$ cat config.mk
export PLATFORM = sky130hd
export DESIGN_NAME = fcsp_ctrl
export DESIGN_NICKNAME = d
export VERILOG_FILES = /design/src/verilog/fcsp_pkg.sv /design/src/verilog/fcsp_cmd_decode.sv /design/src/verilog/fcsp_protect_check.sv /design/src/verilog/fcsp_ctrl.sv
export VERILOG_INCLUDE_DIRS = /design/src /design/src/verilog
export SDC_FILE = /design/constraint.sdc
export NUM_CORES = 1
export LEC_CHECK = 0
export BUFFER_PORTS_ARGS = -buffer_cell sky130_fd_sc_hd__buf_2
export CAP_MARGIN = 20
export CELL_PAD_IN_SITES_DETAIL_PLACEMENT = 1
export CELL_PAD_IN_SITES_GLOBAL_PLACEMENT = 2
export CORE_MARGIN = 3
export CORE_UTILIZATION = 27
export CTS_CLUSTER_DIAMETER = 120
export DETAILED_ROUTE_END_ITERATION = 16
export GPL_TIMING_DRIVEN = 0
export PLACE_DENSITY_LB_ADDON = 0.1
export SYNTH_ARGS = -nofsm -noshare
export SYNTH_HDL_FRONTEND = slang
export SYNTH_SLANG_ARGS = --single-unit
$ cat constraint.sdc
create_clock -name clk_i -period 2.3 [get_ports clk_i]
set_clock_uncertainty 0.2 [all_clocks]
set_input_delay 0.115 -clock clk_i [delete_from_list [all_inputs] [get_ports clk_i]]
set_output_delay 0.115 -clock clk_i [all_outputs]
set_load 0.005 [all_outputs]
$ cat src/verilog/fcsp_regs.svh
`ifndef FCSP_REGS_SVH
`define FCSP_REGS_SVH

// Register byte offsets on the bus
`define FCSP_OFF_PROT     8'h00
`define FCSP_OFF_STAT     8'h04
`define FCSP_OFF_CMD      8'h08
`define FCSP_OFF_ADDR     8'h0c
`define FCSP_OFF_DATA     8'h10
`define FCSP_OFF_SEC      8'h14

// Protection register fields
`define FCSP_PROT_DIS_BIT 0
`define FCSP_PROT_BS_MSB  7
`define FCSP_PROT_BS_LSB  1

// Status register fields
`define FCSP_STAT_CBEF    7
`define FCSP_STAT_CCF     6
`define FCSP_STAT_PVIOL   5
`define FCSP_STAT_ACCERR  4
`define FCSP_STAT_BLANK   2

// Reset values
`define FCSP_RST_CBEF     1'b1
`define FCSP_RST_ADDR     16'h0000
`define FCSP_RST_DATA     8'h00

// Command codes
`define FCSP_CMD_BLANK    8'h05
`define FCSP_CMD_BYTE     8'h20
`define FCSP_CMD_BURST    8'h25
`define FCSP_CMD_PAGE     8'h40
`define FCSP_CMD_MASS     8'h41

// Page size is 512 bytes: 9 offset bits below the page number
`define FCSP_PAGE_BITS    9
`define FCSP_PAGE_OFS_MAX 9'h1ff

// Security code written after a successful blank check
`define FCSP_SEC_UNSECURE 2'h2

`endif

$ cat src/verilog/fcsp_pkg.sv
`default_nettype none

package fcsp_pkg;

   // Array operations carried by a recognised command
   typedef enum logic [2:0] {
      FCSP_OP_NONE,
      FCSP_OP_BLANK,
      FCSP_OP_BYTE,
      FCSP_OP_BURST,
      FCSP_OP_PAGE,
      FCSP_OP_MASS
   } fcsp_op_t;

   // Progress of the software command sequence
   typedef enum logic [1:0] {
      FCSP_SEQ_IDLE,
      FCSP_SEQ_DATA,
      FCSP_SEQ_CMD
   } fcsp_seq_t;

endpackage : fcsp_pkg

`default_nettype wire

$ cat src/verilog/fcsp_cmd_decode.sv
`include "fcsp_regs.svh"
`default_nettype none

module fcsp_cmd_decode
   import fcsp_pkg::*;
(
   input  wire logic [7:0] code_i,
   output fcsp_op_t        op_o,
   output logic            legal_o,
   output logic            modify_o
);

   ////////////////////////////////////////////////////////////////////////
   // Five codes map to an operation; all others are illegal
   always_comb
   begin
      case (code_i)
         `FCSP_CMD_BLANK: op_o = FCSP_OP_BLANK;
         `FCSP_CMD_BYTE:  op_o = FCSP_OP_BYTE;
         `FCSP_CMD_BURST: op_o = FCSP_OP_BURST;
         `FCSP_CMD_PAGE:  op_o = FCSP_OP_PAGE;
         `FCSP_CMD_MASS:  op_o = FCSP_OP_MASS;
         default:         op_o = FCSP_OP_NONE;
      endcase
   end

   // Blank check reads only; everything else alters the array
   assign legal_o  = (op_o != FCSP_OP_NONE);
   assign modify_o = legal_o && (op_o != FCSP_OP_BLANK);

endmodule : fcsp_cmd_decode

`default_nettype wire

$ cat src/verilog/fcsp_protect_check.sv
`include "fcsp_regs.svh"
`default_nettype none

module fcsp_protect_check
   import fcsp_pkg::*;
#(
   parameter int ADDR_W = 16
)
(
   input  wire logic [ADDR_W-1:0] addr_i,
   input  wire logic [6:0]        bsel_i,
   input  wire logic              disable_i,
   input  wire fcsp_op_t          op_i,
   output logic                   viol_o
);

   logic [ADDR_W-1:0] unprot_end;
   logic [ADDR_W-1:0] page_end;
   logic              in_block;

   ////////////////////////////////////////////////////////////////////////
   // Last unprotected byte; the protected block runs to the top
   assign unprot_end = ADDR_W'({bsel_i, `FCSP_PAGE_OFS_MAX});
   // A page erase touches its whole page, so test the page's last byte
   assign page_end   = {addr_i[ADDR_W-1:`FCSP_PAGE_BITS],
                        `FCSP_PAGE_OFS_MAX};
   assign in_block   = (op_i == FCSP_OP_PAGE) ? (page_end > unprot_end)
                                              : (addr_i > unprot_end);

   // Mass erase hits the block whenever any protection is active
   always_comb
   begin
      viol_o = 1'b0;
      if (!disable_i)
      begin
         case (op_i)
            FCSP_OP_BYTE,
            FCSP_OP_BURST,
            FCSP_OP_PAGE: viol_o = in_block;
            FCSP_OP_MASS: viol_o = 1'b1;
            default:      viol_o = 1'b0;
         endcase
      end
   end

endmodule : fcsp_protect_check

`default_nettype wire

$ cat src/verilog/fcsp_ctrl.sv
// The register addresses and the Wishbone register port are this design's own decisions.
`include "fcsp_regs.svh"
`default_nettype none

module fcsp_ctrl
   import fcsp_pkg::*;
#(
   parameter int ADDR_W = 16
)
(
   input  wire logic              clk_i,
   input  wire logic              rst_i,
   // Wishbone classic slave
   input  wire logic              wb_cyc_i,
   input  wire logic              wb_stb_i,
   input  wire logic              wb_we_i,
   input  wire logic [7:0]        wb_adr_i,
   input  wire logic [3:0]        wb_sel_i,
   input  wire logic [31:0]       wb_dat_i,
   output logic      [31:0]       wb_dat_o,
   output logic                   wb_ack_o,
   // Images captured from the array at reset
   input  wire logic [7:0]        nv_protect_image_i,
   input  wire logic [1:0]        nv_security_i,
   // Debug access to protection
   input  wire logic              dbg_prot_we_i,
   input  wire logic [7:0]        dbg_prot_data_i,
   // System conditions
   input  wire logic              clk_div_ready_i,
   input  wire logic              stop_mode_i,
   // Array engine
   output logic                   arr_start_o,
   output logic                   arr_abort_o,
   output fcsp_op_t               arr_op_o,
   output logic      [ADDR_W-1:0] arr_addr_o,
   output logic      [7:0]        arr_data_o,
   input  wire logic              arr_done_i,
   input  wire logic              arr_blank_i,
   // Security state for the rest of the chip
   output logic      [1:0]        security_state_code_o
);

   ////////////////////////////////////////////////////////////////////////
   // Register state
   logic [7:0]        prot_q,     prot_d;
   logic              cbef_q,     cbef_d;
   logic              pviol_q,    pviol_d;
   logic              accerr_q,   accerr_d;
   logic              blank_q,    blank_d;
   fcsp_seq_t         seq_q,      seq_d;
   logic [ADDR_W-1:0] addr_q;
   logic [7:0]        data_q;
   logic [7:0]        code_q;
   fcsp_op_t          buf_op_q;
   logic [ADDR_W-1:0] buf_addr_q;
   logic [7:0]        buf_data_q;
   logic              active_q,   active_d;
   fcsp_op_t          act_op_q;
   logic [1:0]        sec_q;
   logic              ack_q;
   logic [31:0]       dat_q,      dat_d;
   logic              start_q;
   logic              abort_q;

   // Bus decode
   logic              req;
   logic              wr;
   logic              wr_b0;
   logic              hit_prot, hit_stat, hit_cmd;
   logic              hit_addr, hit_data, hit_sec;
   logic              ccf;

   // Command evaluation
   fcsp_op_t          dec_op;
   logic              dec_legal;
   logic              dec_modify;
   fcsp_op_t          pend_op;
   logic              pend_modify;
   logic              pend_viol;
   logic              launch;
   logic              launch_seq_bad;
   logic              launch_div_bad;
   logic              launch_busy_bad;
   logic              launch_ok;
   logic              launch_viol;
   logic              transfer;
   logic              stop_abort;
   logic              blank_done;
   logic              prot_sw_ok;

   ////////////////////////////////////////////////////////////////////////
   // Single-cycle request qualifier: acts once, ack follows next edge
   assign req      = wb_cyc_i && wb_stb_i && !ack_q;
   assign wr       = req && wb_we_i;
   assign wr_b0    = wr && wb_sel_i[0];
   assign hit_prot = (wb_adr_i == `FCSP_OFF_PROT);
   assign hit_stat = (wb_adr_i == `FCSP_OFF_STAT);
   assign hit_cmd  = (wb_adr_i == `FCSP_OFF_CMD);
   assign hit_addr = (wb_adr_i == `FCSP_OFF_ADDR);
   assign hit_data = (wb_adr_i == `FCSP_OFF_DATA);
   assign hit_sec  = (wb_adr_i == `FCSP_OFF_SEC);

   // Complete means nothing buffered and nothing running
   assign ccf = cbef_q && !active_q;

   ////////////////////////////////////////////////////////////////////////
   // Command decode of the written code and the one pending launch
   fcsp_cmd_decode u_decode_wr
   (
      .code_i   (wb_dat_i[7:0]),
      .op_o     (dec_op),
      .legal_o  (dec_legal),
      .modify_o (dec_modify)
   );

   fcsp_cmd_decode u_decode_pend
   (
      .code_i   (code_q),
      .op_o     (pend_op),
      .legal_o  (),
      .modify_o (pend_modify)
   );

   fcsp_protect_check #(
      .ADDR_W    (ADDR_W)
   ) u_protect (
      .addr_i    (addr_q),
      .bsel_i    (prot_q[`FCSP_PROT_BS_MSB:`FCSP_PROT_BS_LSB]),
      .disable_i (prot_q[`FCSP_PROT_DIS_BIT]),
      .op_i      (pend_op),
      .viol_o    (pend_viol)
   );

   ////////////////////////////////////////////////////////////////////////
   // Launch checks, in priority order; the first failing one wins
   assign launch          = wr_b0 && hit_stat
                            && wb_dat_i[`FCSP_STAT_CBEF];
   assign launch_seq_bad  = (seq_q != FCSP_SEQ_CMD) || !cbef_q;
   assign launch_div_bad  = pend_modify && !clk_div_ready_i;
   // While running, only burst behind burst may queue
   assign launch_busy_bad = active_q && !((pend_op == FCSP_OP_BURST)
                            && (act_op_q == FCSP_OP_BURST));
   assign launch_viol     = launch && !launch_seq_bad
                            && !launch_div_bad && !launch_busy_bad
                            && pend_viol;
   assign launch_ok       = launch && !launch_seq_bad
                            && !launch_div_bad && !launch_busy_bad
                            && !pend_viol;

   // Buffer feeds the array when it is free or just finishing
   assign transfer   = !cbef_q && (!active_q || arr_done_i)
                       && !stop_mode_i;
   assign stop_abort = stop_mode_i && (active_q || !cbef_q);
   assign blank_done = active_q && arr_done_i
                       && (act_op_q == FCSP_OP_BLANK);

   // Upward-only: enabled, stays enabled, strictly smaller boundary
   assign prot_sw_ok = !prot_q[`FCSP_PROT_DIS_BIT]
                       && !wb_dat_i[`FCSP_PROT_DIS_BIT]
                       && (wb_dat_i[`FCSP_PROT_BS_MSB:`FCSP_PROT_BS_LSB]
                           < prot_q[`FCSP_PROT_BS_MSB:`FCSP_PROT_BS_LSB]);

   ////////////////////////////////////////////////////////////////////////
   // Protection register next value; debug beats software
   always_comb
   begin
      prot_d = prot_q;
      if (dbg_prot_we_i)
         prot_d = dbg_prot_data_i;
      else if (wr_b0 && hit_prot && prot_sw_ok)
         prot_d = wb_dat_i[7:0];
   end

   // Sequence tracker: data write, then code, then launch
   always_comb
   begin
      seq_d = seq_q;
      if (launch || stop_abort)
         seq_d = FCSP_SEQ_IDLE;
      else if (wr_b0 && hit_data && cbef_q)
         seq_d = FCSP_SEQ_DATA;
      else if (wr_b0 && hit_cmd)
      begin
         case (seq_q)
            FCSP_SEQ_DATA: seq_d = dec_legal ? FCSP_SEQ_CMD
                                             : FCSP_SEQ_IDLE;
            default:       seq_d = FCSP_SEQ_IDLE;
         endcase
      end
   end

   // Sticky error flags: a new event outranks a software clear
   always_comb
   begin
      accerr_d = accerr_q;
      pviol_d  = pviol_q;
      if (wr_b0 && hit_stat && wb_dat_i[`FCSP_STAT_ACCERR])
         accerr_d = 1'b0;
      if (wr_b0 && hit_stat && wb_dat_i[`FCSP_STAT_PVIOL])
         pviol_d = 1'b0;
      if (launch && (launch_seq_bad || launch_div_bad || launch_busy_bad))
         accerr_d = 1'b1;
      if (wr_b0 && hit_cmd && (!dec_legal || seq_q != FCSP_SEQ_DATA))
         accerr_d = 1'b1;
      if (wr_b0 && hit_data && !cbef_q)
         accerr_d = 1'b1;
      if (stop_abort)
         accerr_d = 1'b1;
      if (launch_viol)
         pviol_d = 1'b1;
   end

   // Buffer, execution and blank flag bookkeeping
   always_comb
   begin
      cbef_d   = cbef_q;
      active_d = active_q;
      blank_d  = blank_q;
      if (active_q && arr_done_i)
         active_d = 1'b0;
      if (launch_ok)
      begin
         cbef_d  = 1'b0;
         blank_d = 1'b0;
      end
      if (transfer)
      begin
         cbef_d   = 1'b1;
         active_d = 1'b1;
      end
      if (stop_abort)
      begin
         cbef_d   = 1'b1;
         active_d = 1'b0;
      end
      if (blank_done)
         blank_d = arr_blank_i;
   end

   // Read mux; command register and reserved bits read zero
   always_comb
   begin
      dat_d = 32'h0000_0000;
      if (req && !wb_we_i)
      begin
         if (hit_prot)
            dat_d[7:0] = prot_q;
         else if (hit_stat)
            dat_d[7:0] = {cbef_q, ccf, pviol_q, accerr_q,
                          1'b0, blank_q, 2'b00};
         else if (hit_addr)
            dat_d[ADDR_W-1:0] = addr_q;
         else if (hit_data)
            dat_d[7:0] = data_q;
         else if (hit_sec)
            dat_d[1:0] = sec_q;
         // Command offset and unmapped offsets return zero
      end
   end

   ////////////////////////////////////////////////////////////////////////
   // Bus handshake and status flags
   always_ff @(posedge clk_i)
   begin
      if (rst_i)
      begin
         ack_q    <= 1'b0;
         dat_q    <= 32'h0000_0000;
         cbef_q   <= `FCSP_RST_CBEF;
         pviol_q  <= 1'b0;
         accerr_q <= 1'b0;
         blank_q  <= 1'b0;
         seq_q    <= FCSP_SEQ_IDLE;
         active_q <= 1'b0;
      end
      else
      begin
         ack_q    <= req;
         dat_q    <= dat_d;
         cbef_q   <= cbef_d;
         pviol_q  <= pviol_d;
         accerr_q <= accerr_d;
         blank_q  <= blank_d;
         seq_q    <= seq_d;
         active_q <= active_d;
      end
   end

   // Images are sampled while reset is held, not forced by it
   always_ff @(posedge clk_i)
   begin
      if (rst_i)
      begin
         prot_q <= nv_protect_image_i;
         sec_q  <= nv_security_i;
      end
      else
      begin
         prot_q <= prot_d;
         if (blank_done && arr_blank_i)
            sec_q <= `FCSP_SEC_UNSECURE;
      end
   end

   // Software-side command operands
   always_ff @(posedge clk_i)
   begin
      if (rst_i)
      begin
         addr_q <= `FCSP_RST_ADDR;
         data_q <= `FCSP_RST_DATA;
         code_q <= 8'h00;
      end
      else
      begin
         if (wr_b0 && hit_addr)
            addr_q <= wb_dat_i[ADDR_W-1:0];
         if (wr_b0 && hit_data && cbef_q)
            data_q <= wb_dat_i[7:0];
         if (wr_b0 && hit_cmd)
            code_q <= wb_dat_i[7:0];
      end
   end

   // One-entry command buffer, filled only by an accepted launch
   always_ff @(posedge clk_i)
   begin
      if (rst_i)
      begin
         buf_op_q   <= FCSP_OP_NONE;
         buf_addr_q <= `FCSP_RST_ADDR;
         buf_data_q <= `FCSP_RST_DATA;
      end
      else if (launch_ok)
      begin
         buf_op_q   <= pend_op;
         buf_addr_q <= addr_q;
         buf_data_q <= data_q;
      end
   end

   // Array side: start pulses on transfer, abort on stop while the array runs
   always_ff @(posedge clk_i)
   begin
      if (rst_i)
      begin
         start_q    <= 1'b0;
         abort_q    <= 1'b0;
         act_op_q   <= FCSP_OP_NONE;
         arr_addr_o <= `FCSP_RST_ADDR;
         arr_data_o <= `FCSP_RST_DATA;
      end
      else
      begin
         start_q <= transfer;
         abort_q <= stop_abort && active_q;
         if (transfer)
         begin
            act_op_q   <= buf_op_q;
            arr_addr_o <= buf_addr_q;
            arr_data_o <= buf_data_q;
         end
      end
   end

   ////////////////////////////////////////////////////////////////////////
   // Outputs, all from flops
   assign wb_ack_o              = ack_q;
   assign wb_dat_o              = dat_q;
   assign arr_start_o           = start_q;
   assign arr_abort_o           = abort_q;
   assign arr_op_o              = act_op_q;
   assign security_state_code_o = sec_q;

endmodule : fcsp_ctrl

`default_nettype wire

==> results.md <==
* Status: complete, but fails checks
* Failing checks: negative setup slack
* Total Routing Usage GR at 19.7%
* Via Count at 5,459
* Worst-path clk slew at 60 ps
* PnR worst setup slack at -413 ps
* CP max FO at 7
* Worst hold endpoint: wb_dat_o[1]$_SDFF_PP0_
* Yosys top cell area share at 41.2%
* Crit path cell chain: inv_2 > ha_4 > nand4_1 > buf_4 > buf_6 > nor3_1 > or2_4 > a311o_2 > buf_8 > o21ai_2 > a21oi_2
* Vias in the first global route at 5,717
* Distinct cells, synth at 53
* First-pass GRT wire length at 32,900 um
* Nets at 942
* Avg WL per Cell at 18.6 um
* Clk root buf: clkbuf_16
* Remaining Overflow, GRT at 0
* Starting Density at 27.7%
* Final setup fails at 30
* TritonCTS buffer count at 17
* Worst reg2reg path endpoint: buf_addr_q[13]$_SDFFE_PP0P_
* M2 GR Usage at 33.1%
* Hold path cells at 4
* Max H-tree Level at 4
* YS warnings at 0
* Final hold vios at 0
* Die Y at 148 um
* Max-slew violations at 0
* Antenna violations before repair at 0
* Commonest cells post-synth: nand2_1, dfxtp_1, a21oi_1
* Measured slew at the worst slew-check pin at 737 ps
* Yosys reg bits at 122
* Arrival time at the worst endpoint at 2790 ps
* Post-synth EDFFs at 10
* Static leakage at 0.00307 uW
* I/O pin cnt at 136
* Critical path origin: prot_q[6]$_DFFE_PP_
* TritonRoute pass-1 iters at 4
* Critical path capture point type: flop
* Slew headroom at 50.9%
* CTS tree: built
* Synth Flop Type: dfxtp_1
* Ys async rst share at 0%
* CP Depth at 11
* Crit Reg-Reg Startpoint: prot_q[6]$_DFFE_PP_
* Unrepaired setup endpoints after global routing: true
* Routed vias/inst at 4.81
* Longest Clk Path Bufs at 2
* Share of cells above drive strength 1 at 28.4%
* Area Growth Syn to Fin at 44.7%
* Drt drc at 0
* Most frequent cell after synthesis: nand2_1
* Crit Path Class: reg2reg
* Worst Hold Launch: wb_adr_i[1]
* Hold Crit Class: in2reg
* Largest net degree at the start of global routing at 17
* First DRT Iteration DRCs at 263
* Post-synth top area cell: dfxtp_1
* DP Cell Count at 1,040
* Delay of the slowest cell on the worst path at 510 ps
* Die ar. at 21,900 um^2
* Final core occ at 40.0%
* GP Congestion at 0.840
* Mean Syn Cell Area at 8.21 um^2
* Synth Instances at 662
* Met3 usage at 3.56%
* Fillers at 2,396
* Maximum clock rate at 369 MHz
* Most Crowded Layer GR: met2
* Required @ worst endpoint at 2380 ps
* Power Density at 694 nW/um^2
* ANT nets after route at 0
* R2R cell count at 11
* Max-Cap Viols at 0
* CP Buf/Inv Count at 4
* Post-Layout Cell Count at 1,134
* Min Clock Period, post-route at 2710 ps
* Routed Wire Length at 21,100 um
* Die Span X at 148 um
* Peak supply drop at 423 uV
* Leading post-synthesis cells by cell area: dfxtp_1, nand2_1, a21oi_1
* CP Launch Type: flop
* Port-buffer cells at 98
* DP Wirelength at 15,300 um
* Clock sinks at 122
* Met1 Use GR at 26.1%
* R2r setup slk at -410 ps
* Clock latency on the worst-skew pair at 420 ps
* Synthesized area at 5440 um^2
* Hold_ws at 0.236 ps
* Ant diodes at 0
* Num rows at 51
* Slowest-stage cell, CP: a311o_2
* Seq/Total Area, Yosys at 46.8%
* Critical path's top delay family: compound AO/OA/AOI/OAI gates
* Final Cycle Share at 118%
* Core Box Area at 19,700 um^2
==> flip-flops by register name (all words and copies together) (netlist names), 16 cells and up <==
signal	count
arr_addr_o	16
wb_dat_o	16
addr_q	16
buf_addr_q	16
==> per-layer routing <==
metal,vias up,routed length (um)
li1,2659,-
met1,2670,9520
met2,104,10400
met3,26,911
met4,0,267
met5,-,0
==> power breakdown <==
part	total (uW)	internal, uW	switching [uW]
registers	2190	2170	21.9
clock network	2870	1820	1050
logic	402	188	214
==> how the worst max path moves through the flow <==
stage / end / slack (ps)
floorplan: buf_addr_q[10]$_SDFFE_PP0P_ / -80
global placement: buf_addr_q[11]$_SDFFE_PP0P_ / -770
detailed placement: buf_addr_q[13]$_SDFFE_PP0P_ / -850
CTS: buf_addr_q[13]$_SDFFE_PP0P_ / -400
global route: buf_addr_q[6]$_SDFFE_PP0P_ / -500
finish: buf_addr_q[13]$_SDFFE_PP0P_ / -410
==> timing repair <==
item	4_1_cts	5_1_grt
hold endpoints to repair	51	0
resized for setup	67	53
setup buffers	15	7
endpoints found under the setup margin	67	79
hold buffers	40	0
pin swaps	18	12
cloned	3	0
==> cell families after synthesis <==
group / synth area share (%)
and+or+nand+nor: 23.2
AOI/OAI and AO/OA: 18.5
DFF: 46.8
buffers and inverters: 6.47
adders and majority gates: 3.22
muxes: 1.66
other: 0.0690
xor gates and xnor gates: 0.161
==> metrics by stage <==
stage	instance area [um^2]	TNS (ps)	setup WS [ps]	power [uW]
after global routing	7870	-14180	-504	5650
after global placement	6320	-35080	-774	2510
after floorplan	5500	-2150	-81.9	2380
after detailed placement	6320	-37450	-849	2520
after CTS	7680	-10210	-401	5490
final	7870	-10610	-413	5460
==> placed cells by master (no fill, tap or decap), drive strengths merged, types with 3 or more instances in the layout <==
cell / Yosys / routed
a22oi: 7 / 7
bufinv: 0 / 4
a211oi: 3 / 3
nor2b: 7 / 7
or2: 3 / 3
clkinv: 0 / 7
conb: 1 / 16
and2: 11 / 11
a22o: 3 / 3
a31oi: 3 / 3
o22ai: 5 / 5
o21ai: 44 / 44
nor3: 7 / 7
mux2i: 9 / 9
nand3b: 3 / 3
nor3b: 3 / 3
dlygate4sd3: 0 / 40
buf: 23 / 150
edfxtp: 10 / 10
dfxtp: 112 / 112
a21oi: 95 / 95
nand4: 3 / 3
a21o: 4 / 4
nand2: 142 / 142
inv: 15 / 17
nand3: 31 / 31
clkbuf: 34 / 44
ha: 14 / 14
nor4b: 3 / 3
and3: 4 / 4
nand2b: 6 / 6
nor2: 28 / 28
nor4: 6 / 6
==> worst min-delay path, cell delays in order <==
cell and delay, ps:
buf_2 130, nor4b_2 90, a21oi_1 170, nor2_1 50
==> layout make-up <==
class / count / area [um^2] / share of cell area (%)
clock inverter: 14 / 195 / 2.48
timing repair buffer: 163 / 1130 / 14.3
buffer: 53 / 318 / 4.04
tap: 265 / 332 / 4.21
inverter: 15 / 56.3 / 0.716
multi-input combinational: 484 / 2870 / 36.4
sequential: 122 / 2550 / 32.4
clock buffer: 18 / 429 / 5.45
Note: power is estimated with default switching activity, not from simulation.
